### config.mk
export PLATFORM = sky130hd
export DESIGN_NAME = atc_async_timer0
export DESIGN_NICKNAME = d
export VERILOG_FILES = /design/src/atc_pkg.sv /design/src/atc_async_timer0.sv
export SDC_FILE = /design/constraint.sdc
export NUM_CORES = 1
export LEC_CHECK = 0
export ABC_AREA = 1
export BUFFER_PORTS_ARGS = -buffer_cell sky130_fd_sc_hd__buf_2
export CORE_MARGIN = 2
export CORE_UTILIZATION = 50
export CTS_CLUSTER_SIZE = 28
export DETAILED_ROUTE_END_ITERATION = 10
export GPL_TIMING_DRIVEN = 0
export PLACE_DENSITY = 0.79
export SYNTH_ARGS = -nofsm -noshare
export SYNTH_HDL_FRONTEND = slang
export SYNTH_SLANG_ARGS = --single-unit
### constraint.sdc
create_clock -name clock -period 1.8 [get_ports clock]
set_input_delay 0.18 -clock clock [delete_from_list [all_inputs] [get_ports clock]]
set_output_delay 0.18 -clock clock [all_outputs]
set_load 0.005 [all_outputs]
### src/atc_pkg.sv
// package for the asynchronous 8-bit timer control block
// assumes one 125 MHz clock and a 32-bit ahb-lite register bus
package atc_pkg;
	// register byte offsets
	localparam logic [7:0] OFS_COUNT = 8'h00;
	localparam logic [7:0] OFS_CTL_A = 8'h04;
	localparam logic [7:0] OFS_CTL_B = 8'h08;
	localparam logic [7:0] OFS_COMPARE = 8'h0C;
	localparam logic [7:0] OFS_STATUS = 8'h10;
	localparam logic [7:0] OFS_MASK = 8'h14;
	localparam logic [7:0] OFS_FLAGS = 8'h18;
	localparam logic [7:0] OFS_GTC = 8'h1C;
	// index of the four buffered registers
	localparam int IDX_COUNT = 0;
	localparam int IDX_COMPARE = 1;
	localparam int IDX_CTL_A = 2;
	localparam int IDX_CTL_B = 3;
	// writable bits of each buffered register
	localparam logic [7:0] REG_MASK [4] = '{8'hFF, 8'hFF, 8'hC3, 8'h07};
	localparam logic [7:0] REG_RESET = 8'h00;
	// field positions
	localparam int STAT_EXT_CLOCK_INPUT_EN_BIT = 6;
	localparam int STAT_AS0_BIT = 5;
	localparam int IRQ_CMP_BIT = 1;
	localparam int IRQ_OVF_BIT = 0;
	localparam int GTC_TSM_BIT = 7;
	localparam int GTC_PRESCALER_RESET_8BIT_BIT = 1;
	localparam int GTC_PRESCALER_RESET_16BIT_BIT = 0;
	// counter values and clock selects
	localparam logic [7:0] CNT_MAX = 8'hFF;
	localparam logic [7:0] CNT_BOTTOM = 8'h00;
	localparam logic [2:0] CS_STOP = 3'h0;
	localparam logic [2:0] CS_DIRECT = 3'h1;
	localparam logic [2:0] CS_FIRST_TAP = 3'h2;
	// prescaler taps as powers of two
	localparam int PRE_BITS = 10;
	localparam int TAP0_LOG2 [6] = '{3, 5, 6, 7, 8, 10};
	localparam int TAP16_LOG2 [4] = '{3, 6, 8, 10};
	// waveform generation modes
	typedef enum logic [1:0] {
		ATC_WGM_NORMAL = 2'b00,
		ATC_WGM_PHASE = 2'b01,
		ATC_WGM_CTC = 2'b10,
		ATC_WGM_FAST = 2'b11
	} atc_wgm_t;
	// one bit per interrupt source
	typedef struct packed {
		logic compare;
		logic overflow;
	} atc_irq_t;
endpackage

### src/atc_async_timer0.sv
// asynchronous 8-bit timer control: registers, busy handshake, flags, prescalers
// assumes an ahb-lite master with single word transfers; crystal pin is a plain input
// What this block does
// - counter always compared with compare value; equality drives flag and waveform, except on the tick after a counter write
// - external clock buffer on when enable and async set; oscillator only when clear
// - async select zero uses the io clock, one uses the crystal pin
// - async select stays one only with rc or watchdog system clock
// - async writes to the four buffered registers set their busy flag
// - counter reads live value; compare and controls read their temporary copy
// - interrupt request needs enable, global bit and flag all set
// - compare flag set on match, cleared by vector or writing one
// - overflow flag set on overflow, cleared by vector or writing one
// - phase correct mode sets overflow when turning around at bottom
// - writing one resets the prescaler, bit clears itself right after
// - in async mode the reset bit stays until the async reset happens
// - synchronization mode keeps the prescaler reset bits set
// - 16-bit timer prescaler gives taps of 8, 64, 256 and 1024
// - prescaler runs freely, independent of clock select
// - a shared prescaler reset restarts every timer connected to it
// - reserved bits of status, mask and flag registers read zero
// - leaving synchronization mode clears both prescaler reset bits
//
// Decided for this implementation: the AHB-Lite interface to the registers and the placing of the registers.
`timescale 1ns/1ps
`default_nettype none
module atc_async_timer0 (
	// clock and reset
	input wire logic clock,
	input wire logic rst_b,
	// ahb-lite slave
	input wire logic hsel,
	input wire logic [31:0] haddr,
	input wire logic [1:0] htrans,
	input wire logic hwrite,
	input wire logic [2:0] hsize,
	input wire logic [31:0] hwdata,
	input wire logic hready,
	output logic hreadyout,
	output logic hresp,
	output logic [31:0] hrdata,
	// system context
	input wire logic sysclk_from_rc_or_wdt,
	input wire logic cpu_status_global_irq,
	input wire logic cmp_vector_ack,
	input wire logic ovf_vector_ack,
	// crystal or external clock pin
	input wire logic crystal_input_pin,
	output logic ext_clock_buffer_en,
	output logic crystal_osc_en,
	// timer outputs
	output logic waveform_out_pin,
	output logic waveform_out_en,
	output logic compare_irq_req,
	output logic overflow_irq_req,
	output logic [3:0] prescale16_tick,
	output logic prescaler16_reset
);

	logic wr_pend_r, rd_wait_r, in_map_r;
	logic [7:0] addr_r;
	logic [31:0] hrdata_r;
	logic [7:0] rd_val;
	logic as0_r, ext_clock_input_en_r, tsm_r, prescaler_reset_8bit_r, prescaler_reset_16bit_r;
	logic xs1_r, xs2_r, xs3_r;
	logic [9:0] pre0_r, pre16_r;
	logic [7:0] cnt_r, cmp_r, cta_r, ctb_r, cnt_nxt;
	logic dir_r, dir_nxt, wave_r, wave_nxt, cmp_block_r;
	atc_pkg::atc_irq_t flag_r, ien_r;
	atc_pkg::atc_wgm_t wgm;

	// address phase decode; hsize ignored, only whole words are used
	wire addr_ok = hsel & htrans[1] & hready;
	wire map_hit = (haddr[31:8] == 24'h000000) & (haddr[1:0] == 2'h0);
	wire [7:0] wd = hwdata[7:0];
	wire wr_now = wr_pend_r & in_map_r;
	wire wr_status = wr_now & (addr_r == atc_pkg::OFS_STATUS);
	wire wr_mask = wr_now & (addr_r == atc_pkg::OFS_MASK);
	wire wr_flags = wr_now & (addr_r == atc_pkg::OFS_FLAGS);
	wire wr_gtc = wr_now & (addr_r == atc_pkg::OFS_GTC);
	wire [3:0] wr_hit = {wr_now & (addr_r == atc_pkg::OFS_CTL_B),
		wr_now & (addr_r == atc_pkg::OFS_CTL_A),
		wr_now & (addr_r == atc_pkg::OFS_COMPARE),
		wr_now & (addr_r == atc_pkg::OFS_COUNT)};
	// reads take one wait state so a write just before is visible
	assign hreadyout = ~rd_wait_r;
	assign hresp = 1'b0;
	assign hrdata = hrdata_r;

	// bus phase tracking
	always_ff @(posedge clock or negedge rst_b)
	begin
		if (!rst_b)
		begin
			wr_pend_r <= 1'b0;
			rd_wait_r <= 1'b0;
			in_map_r <= 1'b0;
			addr_r <= 8'h00;
			hrdata_r <= 32'h00000000;
		end
		else
		begin
			wr_pend_r <= addr_ok & hwrite;
			rd_wait_r <= addr_ok & ~hwrite;
			if (addr_ok)
			begin
				addr_r <= haddr[7:0];
				in_map_r <= map_hit;
			end
			if (rd_wait_r)
				hrdata_r <= {24'h000000, in_map_r ? rd_val : 8'h00};
		end
	end

	// pin synchroniser: the second and third stages feed the edge detector
	// three-stage synchroniser
	always_ff @(posedge clock or negedge rst_b)
	begin
		if (!rst_b)
		begin
			xs1_r <= 1'b0;
			xs2_r <= 1'b0;
			xs3_r <= 1'b0;
		end
		else
		begin
			xs1_r <= crystal_input_pin;
			xs2_r <= xs1_r;
			xs3_r <= xs2_r;
		end
	end
	wire base_tick = as0_r ? (xs2_r & ~xs3_r) : 1'b1;

	// buffered registers: temporary copy, busy flag and load strobe each
	wire [3:0][7:0] tmp_v, ld_val;
	wire [3:0] busy_v, load_v;
	genvar gi;
	generate
		for (gi = 0; gi < 4; gi++)
		begin : g_buf
			logic [7:0] tmp_r;
			logic busy_r;
			always_ff @(posedge clock or negedge rst_b)
			begin
				if (!rst_b)
				begin
					tmp_r <= atc_pkg::REG_RESET;
					busy_r <= 1'b0;
				end
				else
				begin
					if (wr_hit[gi])
						tmp_r <= wd & atc_pkg::REG_MASK[gi];
					if (wr_hit[gi] & as0_r)
						busy_r <= 1'b1;
					else if (base_tick)
						busy_r <= 1'b0;
				end
			end
			assign tmp_v[gi] = tmp_r;
			assign busy_v[gi] = busy_r;
			assign load_v[gi] = as0_r ? (busy_r & base_tick) : wr_hit[gi];
			assign ld_val[gi] = as0_r ? tmp_r : (wd & atc_pkg::REG_MASK[gi]);
		end
	endgenerate

	// live compare and control registers
	always_ff @(posedge clock or negedge rst_b)
	begin
		if (!rst_b)
		begin
			cmp_r <= atc_pkg::REG_RESET;
			cta_r <= atc_pkg::REG_RESET;
			ctb_r <= atc_pkg::REG_RESET;
		end
		else
		begin
			if (load_v[atc_pkg::IDX_COMPARE])
				cmp_r <= ld_val[atc_pkg::IDX_COMPARE];
			if (load_v[atc_pkg::IDX_CTL_A])
				cta_r <= ld_val[atc_pkg::IDX_CTL_A];
			if (load_v[atc_pkg::IDX_CTL_B])
				ctb_r <= ld_val[atc_pkg::IDX_CTL_B];
		end
	end

	// status and gtc bits; as0 drops whenever the system clock is unsuitable
	// async select forced low
	wire as0_nxt = wr_status ? (wd[atc_pkg::STAT_AS0_BIT] & sysclk_from_rc_or_wdt)
		: (as0_r & sysclk_from_rc_or_wdt);
	wire gtc_keep = wd[atc_pkg::GTC_TSM_BIT] | ~tsm_r;
	always_ff @(posedge clock or negedge rst_b)
	begin
		if (!rst_b)
		begin
			as0_r <= 1'b0;
			ext_clock_input_en_r <= 1'b0;
			tsm_r <= 1'b0;
			prescaler_reset_8bit_r <= 1'b0;
			prescaler_reset_16bit_r <= 1'b0;
		end
		else
		begin
			as0_r <= as0_nxt;
			if (wr_status)
				ext_clock_input_en_r <= wd[atc_pkg::STAT_EXT_CLOCK_INPUT_EN_BIT];
			if (wr_gtc)
			begin
				tsm_r <= wd[atc_pkg::GTC_TSM_BIT];
				prescaler_reset_8bit_r <= wd[atc_pkg::GTC_PRESCALER_RESET_8BIT_BIT] | (prescaler_reset_8bit_r & gtc_keep);
				prescaler_reset_16bit_r <= wd[atc_pkg::GTC_PRESCALER_RESET_16BIT_BIT] | (prescaler_reset_16bit_r & gtc_keep);
			end
			else
			begin
				if (base_tick & ~tsm_r)
					prescaler_reset_8bit_r <= 1'b0;
				if (~tsm_r)
					prescaler_reset_16bit_r <= 1'b0;
			end
		end
	end
	assign ext_clock_buffer_en = ext_clock_input_en_r & as0_r;
	assign crystal_osc_en = as0_r & ~ext_clock_input_en_r;

	// free-running prescalers, held at zero only by their reset bits
	// free run and reset
	always_ff @(posedge clock or negedge rst_b)
	begin
		if (!rst_b)
		begin
			pre0_r <= 10'h000;
			pre16_r <= 10'h000;
		end
		else
		begin
			if (base_tick)
				pre0_r <= prescaler_reset_8bit_r ? 10'h000 : pre0_r + 10'h001;
			pre16_r <= prescaler_reset_16bit_r ? 10'h000 : pre16_r + 10'h001;
		end
	end
	// tap decode: a tap fires as its low bits roll over
	wire [5:0] tap0;
	genvar ti;
	generate
		for (ti = 0; ti < 6; ti++)
		begin : g_tap0
			localparam int L = atc_pkg::TAP0_LOG2[ti];
			assign tap0[ti] = base_tick & ~prescaler_reset_8bit_r & (&pre0_r[L-1:0]);
		end
		for (ti = 0; ti < 4; ti++)
		begin : g_tap16
			localparam int L = atc_pkg::TAP16_LOG2[ti];
			assign prescale16_tick[ti] = ~prescaler_reset_16bit_r & (&pre16_r[L-1:0]);
		end
	endgenerate
	// every timer on the 16-bit prescaler sees its reset
	assign prescaler16_reset = prescaler_reset_16bit_r;

	// timer clock select from the live control b
	wire [2:0] cs = ctb_r[2:0];
	wire [2:0] tap_idx = cs - atc_pkg::CS_FIRST_TAP;
	wire tick = (cs == atc_pkg::CS_STOP) ? 1'b0
		: (cs == atc_pkg::CS_DIRECT) ? base_tick : tap0[tap_idx];
	assign wgm = atc_pkg::atc_wgm_t'(cta_r[1:0]);
	wire [1:0] com = cta_r[7:6];
	wire [7:0] top = (wgm == atc_pkg::ATC_WGM_CTC) ? cmp_r : atc_pkg::CNT_MAX;
	// continuous equality compare; a counter write masks one match
	wire match_ev = tick & (cnt_r == cmp_r) & ~cmp_block_r;
	wire ovf_ev = tick & ((wgm == atc_pkg::ATC_WGM_PHASE)
		? (dir_r & (cnt_r == atc_pkg::CNT_BOTTOM)) : (cnt_r == atc_pkg::CNT_MAX));

	// counting sequence
	always_comb
	begin
		cnt_nxt = cnt_r + 8'h01;
		dir_nxt = dir_r;
		if (wgm == atc_pkg::ATC_WGM_PHASE)
		begin
			if (dir_r & (cnt_r == atc_pkg::CNT_BOTTOM))
				dir_nxt = 1'b0;
			else if (~dir_r & (cnt_r == atc_pkg::CNT_MAX))
				dir_nxt = 1'b1;
			if (dir_nxt)
				cnt_nxt = cnt_r - 8'h01;
		end
		else if (cnt_r == top)
			cnt_nxt = atc_pkg::CNT_BOTTOM;
	end

	// waveform output per mode and compare output setting
	always_comb
	begin
		wave_nxt = wave_r;
		unique case (wgm)
			atc_pkg::ATC_WGM_NORMAL, atc_pkg::ATC_WGM_CTC:
				if (match_ev & (com != 2'b00))
					wave_nxt = (com == 2'b01) ? ~wave_r : com[0];
			atc_pkg::ATC_WGM_FAST:
				if (com[1] & match_ev)
					wave_nxt = com[0];
				else if (com[1] & tick & (cnt_r == atc_pkg::CNT_MAX))
					wave_nxt = ~com[0];
			atc_pkg::ATC_WGM_PHASE:
				if (com[1] & match_ev)
					wave_nxt = com[0] ^ dir_r;
		endcase
	end
	// pwm modes leave the pin to the port for setting 01
	assign waveform_out_en = (com != 2'b00) & ~(wgm[0] & ~com[1]);
	assign waveform_out_pin = wave_r;

	// counter, direction, waveform and flags
	always_ff @(posedge clock or negedge rst_b)
	begin
		if (!rst_b)
		begin
			cnt_r <= atc_pkg::REG_RESET;
			dir_r <= 1'b0;
			wave_r <= 1'b0;
			cmp_block_r <= 1'b0;
			flag_r <= '0;
			ien_r <= '0;
		end
		else
		begin
			if (load_v[atc_pkg::IDX_COUNT])
				cnt_r <= ld_val[atc_pkg::IDX_COUNT];
			else if (tick)
				cnt_r <= cnt_nxt;
			if (tick)
				dir_r <= dir_nxt;
			wave_r <= wave_nxt;
			if (load_v[atc_pkg::IDX_COUNT])
				cmp_block_r <= 1'b1;
			else if (tick)
				cmp_block_r <= 1'b0;
			if (wr_mask)
				ien_r <= {wd[atc_pkg::IRQ_CMP_BIT], wd[atc_pkg::IRQ_OVF_BIT]};
			flag_r.compare <= match_ev | (flag_r.compare & ~cmp_vector_ack
				& ~(wr_flags & wd[atc_pkg::IRQ_CMP_BIT]));
			flag_r.overflow <= ovf_ev | (flag_r.overflow & ~ovf_vector_ack
				& ~(wr_flags & wd[atc_pkg::IRQ_OVF_BIT]));
		end
	end
	assign compare_irq_req = ien_r.compare & cpu_status_global_irq & flag_r.compare;
	assign overflow_irq_req = ien_r.overflow & cpu_status_global_irq & flag_r.overflow;

	// read mux; live counter, temporary copies for compare and controls
	// reserved bits read zero
	always_comb
	begin
		unique case (addr_r)
			atc_pkg::OFS_COUNT: rd_val = cnt_r;
			atc_pkg::OFS_COMPARE: rd_val = tmp_v[atc_pkg::IDX_COMPARE];
			atc_pkg::OFS_CTL_A: rd_val = tmp_v[atc_pkg::IDX_CTL_A];
			atc_pkg::OFS_CTL_B: rd_val = tmp_v[atc_pkg::IDX_CTL_B];
			atc_pkg::OFS_STATUS: rd_val = {1'b0, ext_clock_input_en_r, as0_r, busy_v[0], busy_v[1], 1'b0,
				busy_v[2], busy_v[3]};
			atc_pkg::OFS_MASK: rd_val = {6'h00, ien_r};
			atc_pkg::OFS_FLAGS: rd_val = {6'h00, flag_r};
			atc_pkg::OFS_GTC: rd_val = {tsm_r, 5'h00, prescaler_reset_8bit_r, prescaler_reset_16bit_r};
			default: rd_val = 8'h00;
		endcase
	end
endmodule
`default_nettype wire

* Word level (Yosys, flattened, before mapping)
Index checks and enable logic that the tools add are counted.
Widths: inputs -> output; s select.
** Cells by class
- Add/subtract/negate cells :: 5
- Magnitude comparators :: 1
- Equality and inequality tests :: 19
- Multiplexer cells :: 45
- Bitwise operators :: 85
- Reduce and logical (&&, ||, !) cells :: 26
** Operator list (number)
- $mux 8 :: 10
- $pmux 8 s8 :: 1
- $and 1x1->1 :: 62
- $eq 8x5->1 const B :: 4
- $mux 1 :: 29
- $logic_not 24->1 :: 1
- $add 10x1->10 const B :: 2
- $mux 10 :: 2
- $reduce_and 10->1 :: 2
- $not 1->1 :: 17
- $eq 8x4->1 const B :: 2
- $eq 8x8->1 :: 2
- $logic_not 8->1 :: 2
- $reduce_and 8->1 :: 2
- $reduce_bool 2->1 :: 7
- $reduce_and 6->1 :: 2
- $reduce_and 3->1 :: 3
- $add 8x1->8 const B :: 1
- $eq 8x3->1 const B :: 1
- $eq 8x8->1 const B :: 1
- $sub 8x1->8 const B :: 1
- $reduce_and 7->1 :: 1
- $or 1x1->1 :: 5
- $reduce_and 5->1 :: 1
- 16 further kinds :: 20
** Storage, ports and cells
- Bits in registers :: 108
- Bits of input ports :: 79

* Logic depth before layout (Yosys ltp)
Gate-level depths: netlist (run 1).
- Word-level depth :: 14
- Mapped depth :: 14

* Least setup slack after synthesis (run 1)
Ideal clock, no wire load.
- Kind :: register to register
- Start point :: reg pre0_r[0]
- End point :: reg cnt_r[2]
- Library setup time :: 0.065 ns
- Data arrival time :: 1.803 ns
- Data required time :: 1.735 ns
- Path slack :: -0.067 ns
- Stages on the path, launching flop included :: 14
- Period minus slack after synthesis :: 1.867 ns
- Cells stage by stage :: dfrtp_1 > ha_1 > nand2_1 > nor2_2 > ha_1 > o21ai_0 > nand2_1 > nand2_1 > a21oi_4 > nor2_2 > clkinv_2 > o21ai_0 > inv_1 > nand2_1
** Between the ends
- Word-level cells in the longest chain between the ends :: 7
** Ends and longest elaborated chain
- start, declared :: RTL line atc_async_timer0.sv:65 : logic [9:0] pre0_r, pre16_r;
- start signal, assigned :: RTL line atc_async_timer0.sv:236 : pre0_r <= prescaler_reset_8bit_r ? 10'h000 : pre0_r + 10'h001;
- $reduce_and 10->1, or another cell as far along :: RTL line atc_async_timer0.sv:247 : assign tap0[ti] = base_tick & ~prescaler_reset_8bit_r & (&pre0_r[L-1:0]);
- $and 1x1->1 :: RTL line atc_async_timer0.sv:247
- $bmux 1 s3 * :: RTL line atc_async_timer0.sv:262 : : (cs == atc_pkg::CS_DIRECT) ? base_tick : tap0[tap_idx];
- $mux 1 (implied by the code) * :: RTL line atc_async_timer0.sv:262
- $mux 1 * :: RTL line atc_async_timer0.sv:262
- $mux 1 * :: RTL line atc_async_timer0.sv:261 : wire tick = (cs == atc_pkg::CS_STOP) ? 1'b0
- $reduce_bool 2->1 (no line) *
- end signal, assigned :: RTL line atc_async_timer0.sv:316 : cnt_r <= atc_pkg::REG_RESET;
- end signal, assigned :: RTL line atc_async_timer0.sv:326 : cnt_r <= ld_val[atc_pkg::IDX_COUNT];
- end signal, assigned :: RTL line atc_async_timer0.sv:328 : cnt_r <= cnt_nxt;
- end, declared :: RTL line atc_async_timer0.sv:66 : logic [7:0] cnt_r, cmp_r, cta_r, ctb_r, cnt_nxt;
Every way passes the cells marked *; elsewhere a longest branch is shown, timed or not. The select of a mux whose other input is x is not followed.
A chain may end at the register's enable or synchronous reset.

* Worst setup path after layout (run 1)
- Start point :: reg pre0_r[0]
- End point :: reg cnt_r[4]
Same word-level chain as after synthesis.

==> key figures, run 1 <==
Yosys
  – Top_reg_cell synth: sky130_fd_sc_hd__dfrtp_1
  – Top cells by count, synth: sky130_fd_sc_hd__nand2_1 (178), sky130_fd_sc_hd__dfrtp_1 (104), sky130_fd_sc_hd__inv_1 (94)
  – Number of different library cells in the post-synthesis netlist: 43
  – Asr flop ratio synth: 100.0%
  – Cell type contributing the most total cell area after synthesis: sky130_fd_sc_hd__dfrtp_1
  – Synth Cell Area: 0.005774 mm2
  – Synth warnings: 0
  – Main area contributors after synthesis: sky130_fd_sc_hd__dfrtp_1 (45%), sky130_fd_sc_hd__nand2_1 (12%), sky130_fd_sc_hd__o21ai_0 (6.9%), sky130_fd_sc_hd__inv_1 (6.1%), sky130_fd_sc_hd__nor2_1 (3.7%)
  – Portion of synthesized cell area occupied by the leading cell type: 45.07%
  – Post-synth EDFFs: 0
  – Sequential fraction of the synthesis area: 45.07%
  – Most frequent cell after synthesis: sky130_fd_sc_hd__nand2_1
  – Mapped Cells: 741
  – Post-synthesis area per instance: 7.793 um2
  – Number of storage elements in the synthesis netlist: 104

Pwr
  – PwrDens: 640.9 mW/mm2
  – Reg power frac: 50.0%
  – Gate power share: 8.7%
  – Net switching share of the total power: 24.44%
  – LEAKAGE: 3.848 nW
  – Clk network pwr share: 41.3%
  – Power spent charging and discharging nets: 1.171 mW
  – Worst VDD drop: 0.0004508 V
  – Internal power consumption: 3.623 mW

Placed design
  – Placer congestion estimate: 0.9665
  – HPWL Detailed: 10330 um
  – Placed Cells: 979
  – Count of buffers inserted at the top-level ports: 70

Final layout
  – Post-layout net count: 985
  – Non-Filler Instances: 1047
  – Area taken by multi-input logic gates: 0.002902 mm2
  – Sequential Area: 0.002608 mm2
  – Antenna diodes: 0
  – Fraction of layout cells with a size suffix above 1: 30.09%
  – Area overhead of the layout relative to synthesis: 29.53%
  – FILL cells: 936

GRT
  – Global-route usage over all layers: 24.26%
  – Grt ovf: 0
  – Vias in the first global route: 5101
  – Global-route wire length before repair: 24660 um
  – Initial antenna violation count: 0
  – Pin count of the biggest net entering global routing: 63

Timing
  – Tmin final: 1965 ps
  – Highest achievable clock rate: 509.0 MHz
  – Setup violation total in the final timing report: 20
  – Final-report max-slew violation count: 0
  – Fin Hold WS: 18.51 ps
  – Worst-case clock skew: 6.844 ps
  – Setup TNS Final: -1740 ps
  – Worst relative slew slack: 59.98%
  – Slew at the pin closest to its max-slew limit: 600.3 ps
  – Endpoints failing hold: 0
  – RSZ-0062 raised after global routing: yes
  – Final clock period utilization by the worst path: 109.2%
  – Min setup slack post-route: -164.8 ps

Clock tree
  – Count of H-tree levels built during CTS: 3
  – CTS tree: built
  – CTS Root Cell: sky130_fd_sc_hd__clkbuf_16
  – Clock transition time at the flip-flop clock pins of the worst setup and hold paths: 70 ps
  – Sink count of the clock tree: 104
  – Clock buffers created by TritonCTS: 9
  – Insertion delay of the later-clocked pin in the worst-skew pair: 350 ps
  – Buffer levels on the longest clock path: 2

Route
  – Remaining design rule violation count: 0
  – DR vias: 5532
  – 1st-iter DRT viols: 350
  – Via/cell ratio: 5.284
  – Antenna-violating nets left: 0
  – Total Wirelength: 15660 um
  – First-pass iteration count of the detailed router: 5
  – Routed wire per std cell: 14.95 um

Worst setup path
  – Signal arrival time at the worst endpoint: 2240 ps
  – Required time worst endpoint: 2080 ps
  – Cell depth of the worst flop-to-flop path: 13
  – Reg-to-reg setup timing slack: -160 ps
  – List of cells traversed by the critical path: ha_4, nand2_2, nor2_4, ha_2, o21ai_1, nand2_1, nand2_2, a21oi_4, buf_6, nor2_4, clkinv_4, o21ai_2, o21bai_1
  – Number of buffer and inverter instances along the worst setup path: 2
  – Terminus of the critical flop-to-flop path: cnt_r[4]$_DFFE_PN0P_
  – Family with the most delay on the worst path: simple AND/OR/NAND/NOR gates
  – Critical setup path kind: reg -> reg
  – Origin of the critical flop-to-flop path: pre0_r[0]$_DFFE_PN0N_
  – Crit end category: flop
  – Worst setup SP type: flop
  – Max Fanout on Critical Path: 7
  – Critical Path Max Stage Delay: 410 ps
  – Cell at the slowest stage of the critical path: sky130_fd_sc_hd__dfrtp_1

Floorplan
  – Floorplan row count: 39
  – Die Span X: 111.5 um
  – Area of the core region: 0.01132 mm2
  – Effective utilization at floorplan: 51.01%
  – Boundary Pins: 124
  – Overall die height: 111.5 um
  – Area enclosed by the die boundary: 0.01242 mm2

Worst hold path
  – Path category of the worst min-delay check: in -> reg
  – Start point of the worst min-delay path: haddr[6]
  – Capture endpoint of the worst hold path: addr_r[6]$_DFFE_PN0P_
  – Hold path depth: 3

Job
  – Max-cap check violation count: 0

Run status
  – Violated checks: setup timing
  – Result of the run: complete, but fails checks
stage by stage:
step                area, um2  setup WS [ps]  power [mW]  utilization (%)
floorplan                5869          17.67       2.614                -
global placement         6399         -639.3       2.756            56.52
detailed placement       6429         -255.4       2.771            56.79
CTS                      7042         -117.3       4.725            62.20
global route             7480         -296.4       4.946            66.07
finish                   7480         -164.8       4.794            66.07
registers in the layout, indices dropped and copies added, names as in the netlist, 2 cells and up:
register	flops
g_buf.busy_r	4
g_buf.tmp_r	23
pre16_r	10
flag_r	2
hrdata	8
ctb_r	3
cmp_r	8
cnt_r	8
pre0_r	10
cta_r	4
ien_r	2
addr_r	8
power by group through the flow:
stage	registers, mW	clock network (mW)	logic, mW
after floorplan	2.44	0	0.178
after CTS	2.39	1.99	0.339
after detailed placement	2.44	0	0.331
after global placement	2.44	0	0.317
after global routing	2.40	2.09	0.460
final	2.40	1.98	0.417
routing by layer:
metal / vias to the layer above / global-route usage (%) / wire, um
met5: - / 0 / 0
met4: 0 / 8.230 / 422
met3: 45 / 4.083 / 912
met2: 226 / 40.04 / 7711
met1: 2560 / 32.78 / 6610
li1: 2701 / - / -
cell families (layout without fill, tap and decap cells):
group | count (synthesis) | after routing | share of synthesized area, %
buffers and inverters | 145 | 283 | 11.44
AND/OR/NAND/NOR | 313 | 314 | 23.86
adder cells (fa/ha/maj) | 7 | 7 | 1.517
AO/OA/AOI/OAI | 162 | 162 | 16.68
flip-flops | 104 | 104 | 45.07
XOR/XNOR | 9 | 9 | 1.365
other | 1 | 25 | 0.06494
tightest hold or removal path: cells and delay by family:
family	cells	cell delay (ps)
buf+inv	1	80
simple gates	2	80
repair_timing:
item	CTS	global route
cloned	1	1
endpoints found under the hold margin	44	0
hold buffers	3	0
endpoints found under the setup margin	27	56
gates resized for setup	39	79
setup buffers	23	24
pin swaps	29	31
placed cells by master (no fill, tap or decap), drive strengths merged:
master and n:
nor3 14, nand4 10, dlygate4sd3 3, o21bai 1, clkbuf 15, clkinv 7, buf 154, ha 7
o211ai 5, o22ai 22, nor4 6, inv 102, nor2 64, or2 1, nor3b 1, o21a 1
clkinvlp 1, nand3 34, conb 25, a22o 5, nand2 183, bufinv 1, o21ai 87, a21oi 32
and3 1, a31oi 5, xor2 9, o31ai 3, o2111ai 1, dfrtp 104
cell type report:
cell class                 count  share of cell area [%]
buffer                        41                   3.864
clock buffer                   9                   3.011
clock inverter                 7                  0.9368
inverter                     104                   5.386
multi-input combinational    517                   38.79
sequential                   104                   34.86
tap                          143                   2.392
timing repair buffer         122                   10.76
worst max path at each step:
stage                              endpoint  slack (ps)                  start  cells after the start
2_1_floorplan          cnt_r[2]$_DFFE_PN0P_          20  pre0_r[0]$_DFFE_PN0N_                     13
3_3_place_gp          hrdata[3]$_DFFE_PN0P_        -640                  rst_b                      1
3_5_place_dp           cnt_r[2]$_DFFE_PN0P_        -260  pre0_r[0]$_DFFE_PN0N_                     13
4_1_cts        waveform_out_pin$_DFFE_PN0P_        -120  pre0_r[0]$_DFFE_PN0N_                     14
5_1_grt                cnt_r[4]$_DFFE_PN0P_        -300  pre0_r[1]$_DFFE_PN0N_                     14
6_report               cnt_r[4]$_DFFE_PN0P_        -160  pre0_r[0]$_DFFE_PN0N_                     13
Note: power is estimated with default switching activity, not from simulation.
==> inputs of run 2 (changes only) <==
RECOVER_POWER = 25   (was default)
REMOVE_ABC_BUFFERS = 1   (was default)
==> run 2 against run 1 <==
The flow finishes with violations (DRC, setup timing). Critical path depth shrank 4. Non-clock buffer count shrank 42. Clock power increased by 9.6%. Routed wire length rose by 1.9%. Hold slack improved by 6.5 ps. Clock skew is 2.0 ps higher. Register-to-register slack got worse by 40 ps. Via count rose by 1.9%. Sequential share of layout area is 0.90 points higher. Flip-flop and latch count is the same. Critical endpoint is now cnt_r[2]$_DFFE_PN0P_. Largest cell class unchanged. Highest routed layer unchanged.
==> key figures, run 2 (same netlist as run 1, synthesis figures left out) <==
Clock tree
  – Count of H-tree levels built during CTS: 3 (unchanged)
  – CTS tree: built
  – Insertion delay of the later-clocked pin in the worst-skew pair: 350 ps (about the same)
  – Sink count of the clock tree: 104 (unchanged)
  – Clock buffers created by TritonCTS: 9 (unchanged)
  – CTS Root Cell: sky130_fd_sc_hd__clkbuf_16
  – Buffer levels on the longest clock path: 2 (unchanged)
  – Clock transition time at the flip-flop clock pins of the worst setup and hold paths: 70 ps (about the same)

GRT
  – Global-route usage over all layers: 24.69% (+0.43 points)
  – Vias in the first global route: 5349 (+4.9%)
  – Initial antenna violation count: 0 (unchanged)
  – Global-route wire length before repair: 25160 um (+2.0%)
  – Grt ovf: 0 (unchanged)
  – Pin count of the biggest net entering global routing: 61 (-3.2%)

Worst setup path
  – Crit end category: flop
  – Required time worst endpoint: 2040 ps (-40 ps)
  – List of cells traversed by the critical path: inv_1, nand2_1, nand2_1, nor4_1, nand3_1, nand2_2, nor2_4, o211ai_1, nand2_1
  – Cell depth of the worst flop-to-flop path: 9 (-4)
  – Critical Path Max Stage Delay: 520 ps (+110 ps)
  – Cell at the slowest stage of the critical path: sky130_fd_sc_hd__dfrtp_1
  – Signal arrival time at the worst endpoint: 2250 ps (about the same)
  – Critical setup path kind: reg -> reg
  – Worst setup SP type: flop
  – Max Fanout on Critical Path: 8 (+1)
  – Most repeated library cell on the critical path: sky130_fd_sc_hd__nand2_1

Route
  – First-pass iteration count of the detailed router: 9 (+4)
  – Routed wire per std cell: 15.86 um (+6.0%)
  – Antenna-violating nets left: 0 (unchanged)
  – Via/cell ratio: 5.601 (+6.0%)
  – 1st-iter DRT viols: 538 (+54%)
  – Remaining design rule violation count: 2 (+2)
  – Total Wirelength: 15950 um (+1.9%)
  – DR vias: 5635 (+1.9%)

Timing
  – Slew at the pin closest to its max-slew limit: 1181 ps (+580.7 ps)
  – Worst relative slew slack: 21.27% (-39 points)
  – Min setup slack post-route: -204.7 ps (-39.88 ps)
  – Endpoints failing hold: 0 (unchanged)
  – Worst-case clock skew: 8.814 ps (+1.970 ps)
  – Highest achievable clock rate: 498.8 MHz (-2.0%)
  – Final clock period utilization by the worst path: 111.4% (+2.2 points)
  – Tmin final: 2005 ps (+39.88 ps)
  – Fin Hold WS: 25.03 ps (+6.528 ps)
  – Final-report max-slew violation count: 0 (unchanged)
  – Setup violation total in the final timing report: 19 (-5.0%)
  – RSZ-0062 raised after global routing: yes

Floorplan
  – Area enclosed by the die boundary: 0.01242 mm2 (unchanged)
  – Area of the core region: 0.01132 mm2 (unchanged)
  – Effective utilization at floorplan: 51.01% (unchanged)
  – Floorplan row count: 39 (unchanged)
  – Die Span X: 111.5 um (unchanged)
  – Overall die height: 111.5 um (unchanged)
  – Boundary Pins: 124 (unchanged)

Pwr
  – PwrDens: 677.0 mW/mm2 (+5.6%)
  – LEAKAGE: 3.682 nW (-4.3%)
  – PnR Total Power: 4.938 mW (+3.0%)
  – Worst VDD drop: 0.0004593 V (+1.9%)

Final layout
  – Commonest non-fill, non-tap cells in the layout: sky130_fd_sc_hd__nand2_1 (163), sky130_fd_sc_hd__dfrtp_1 (101), sky130_fd_sc_hd__inv_1 (89)
  – Area taken by multi-input logic gates: 0.002937 mm2 (+1.2%)
  – FILL cells: 863 (-7.8%)
  – Area overhead of the layout relative to synthesis: 26.33%
  – Post-route cell area: 0.007295 mm2 (-2.5%)
  – Post-layout net count: 944 (-4.2%)
  – Antenna diodes: 0 (unchanged)
  – Fraction of layout cells with a size suffix above 1: 26.42% (-3.7 points)
  – Most common cell after layout, fill and taps aside: sky130_fd_sc_hd__nand2_1
  – Largest registers: g_buf.tmp_r (23), pre0_r (10), pre16_r (10)
  – Flip-flop count of the largest register, all copies and words added: 23 (unchanged)
  – Top register by number of flip-flops: g_buf.tmp_r
  – Sequential Area: 0.002609 mm2 (about the same)
  – Finished Core Util: 64.43% (-1.6 points)

Placed design
  – Count of buffers inserted at the top-level ports: 70 (unchanged)
  – Placer congestion estimate: 0.9164 (-5.2%)
  – Placed inst area: 0.006156 mm2 (-4.2%)
  – HPWL Detailed: 9833 um (-4.8%)

Run status
  – Result of the run: complete, but fails checks
  – Violated checks: DRC, setup timing

Worst hold path
  – Hold path depth: 3 (unchanged)
  – Path category of the worst min-delay check: in -> reg

Job
  – Max-cap check violation count: 0 (unchanged)
[run 2: power breakdown]
part / total (mW) / switching, mW / internal (mW)
Clock: 2.17 / 0.931 / 1.24
Combinational: 0.371 / 0.234 / 0.137
Sequential: 2.40 / 0.0296 / 2.37
Total: 4.94 / 1.20 / 3.74
[run 2: routing by layer]
| layer | vias up | global-route usage [%] | share of wire, % |
|---|---|---|---|
| met5 | - | 0 | 0 |
| met4 | 0 | 10.62 | 2.9 |
| met3 | 47 | 4.790 | 7.2 |
| met2 | 277 | 41.06 | 49 |
| met1 | 2678 | 31.72 | 40 |
| li1 | 2633 | - | - |
[run 2: final timing paths]
| check | startpoint | endpoint | slack [ps] |
|---|---|---|---|
| max | cnt_r[6]$_DFFE_PN0P_ | cnt_r[2]$_DFFE_PN0P_ | -200 |
| min reg2reg | xs1_r$_DFF_PN0_ | xs2_r$_DFF_PN0_ | 360 |
| max reg2reg | cnt_r[6]$_DFFE_PN0P_ | cnt_r[2]$_DFFE_PN0P_ | -200 |
| min in group asynchronous | rst_b | pre16_r[0]$_DFF_PN0_ | 660 |
| min | haddr[7] | addr_r[7]$_DFFE_PN0P_ | 30 |
| max in group asynchronous | rst_b | as0_r$_DFF_PN0_ | 260 |
[run 2: worst max-delay path, delay by kind of cell (launching register included)]
kind | cells | cell delay, ps
compound gates | 1 | 110
buf+inv | 1 | 190
flops | 1 | 520
simple gates | 7 | 1070
[run 2: area by class of cell]
type	instances	area share, %
clock inverters	7	1.372
repair inverters	1	0.06861
repair buffers	121	11.37
multi-input cells	517	40.26
well taps	143	2.453
flip-flops and latches	104	35.76
inverters	104	5.626
clock buffers	9	3.087
[run 2: per-stage QoR]
step / instances / setup TNS (ps) / setup WS (ps)
after floorplan: 724 / -6646 / -452.0
after global placement: 937 / -101150 / -1331
after global routing: 1006 / -3909 / -325.9
after detailed placement: 938 / -38470 / -1316
final: 1006 / -1855 / -204.7
after CTS: 982 / -788.9 / -144.9
[run 2: timing repair]
item / in CTS / in global routing
hold endpoints to repair: 46 / 0
pin swaps: 17 / 25
gates resized for setup: 43 / 63
cloned: 2 / 1
buffers inserted: 23 / 24
hold buffers: 3 / 0
setup endpoints to repair: 49 / 41
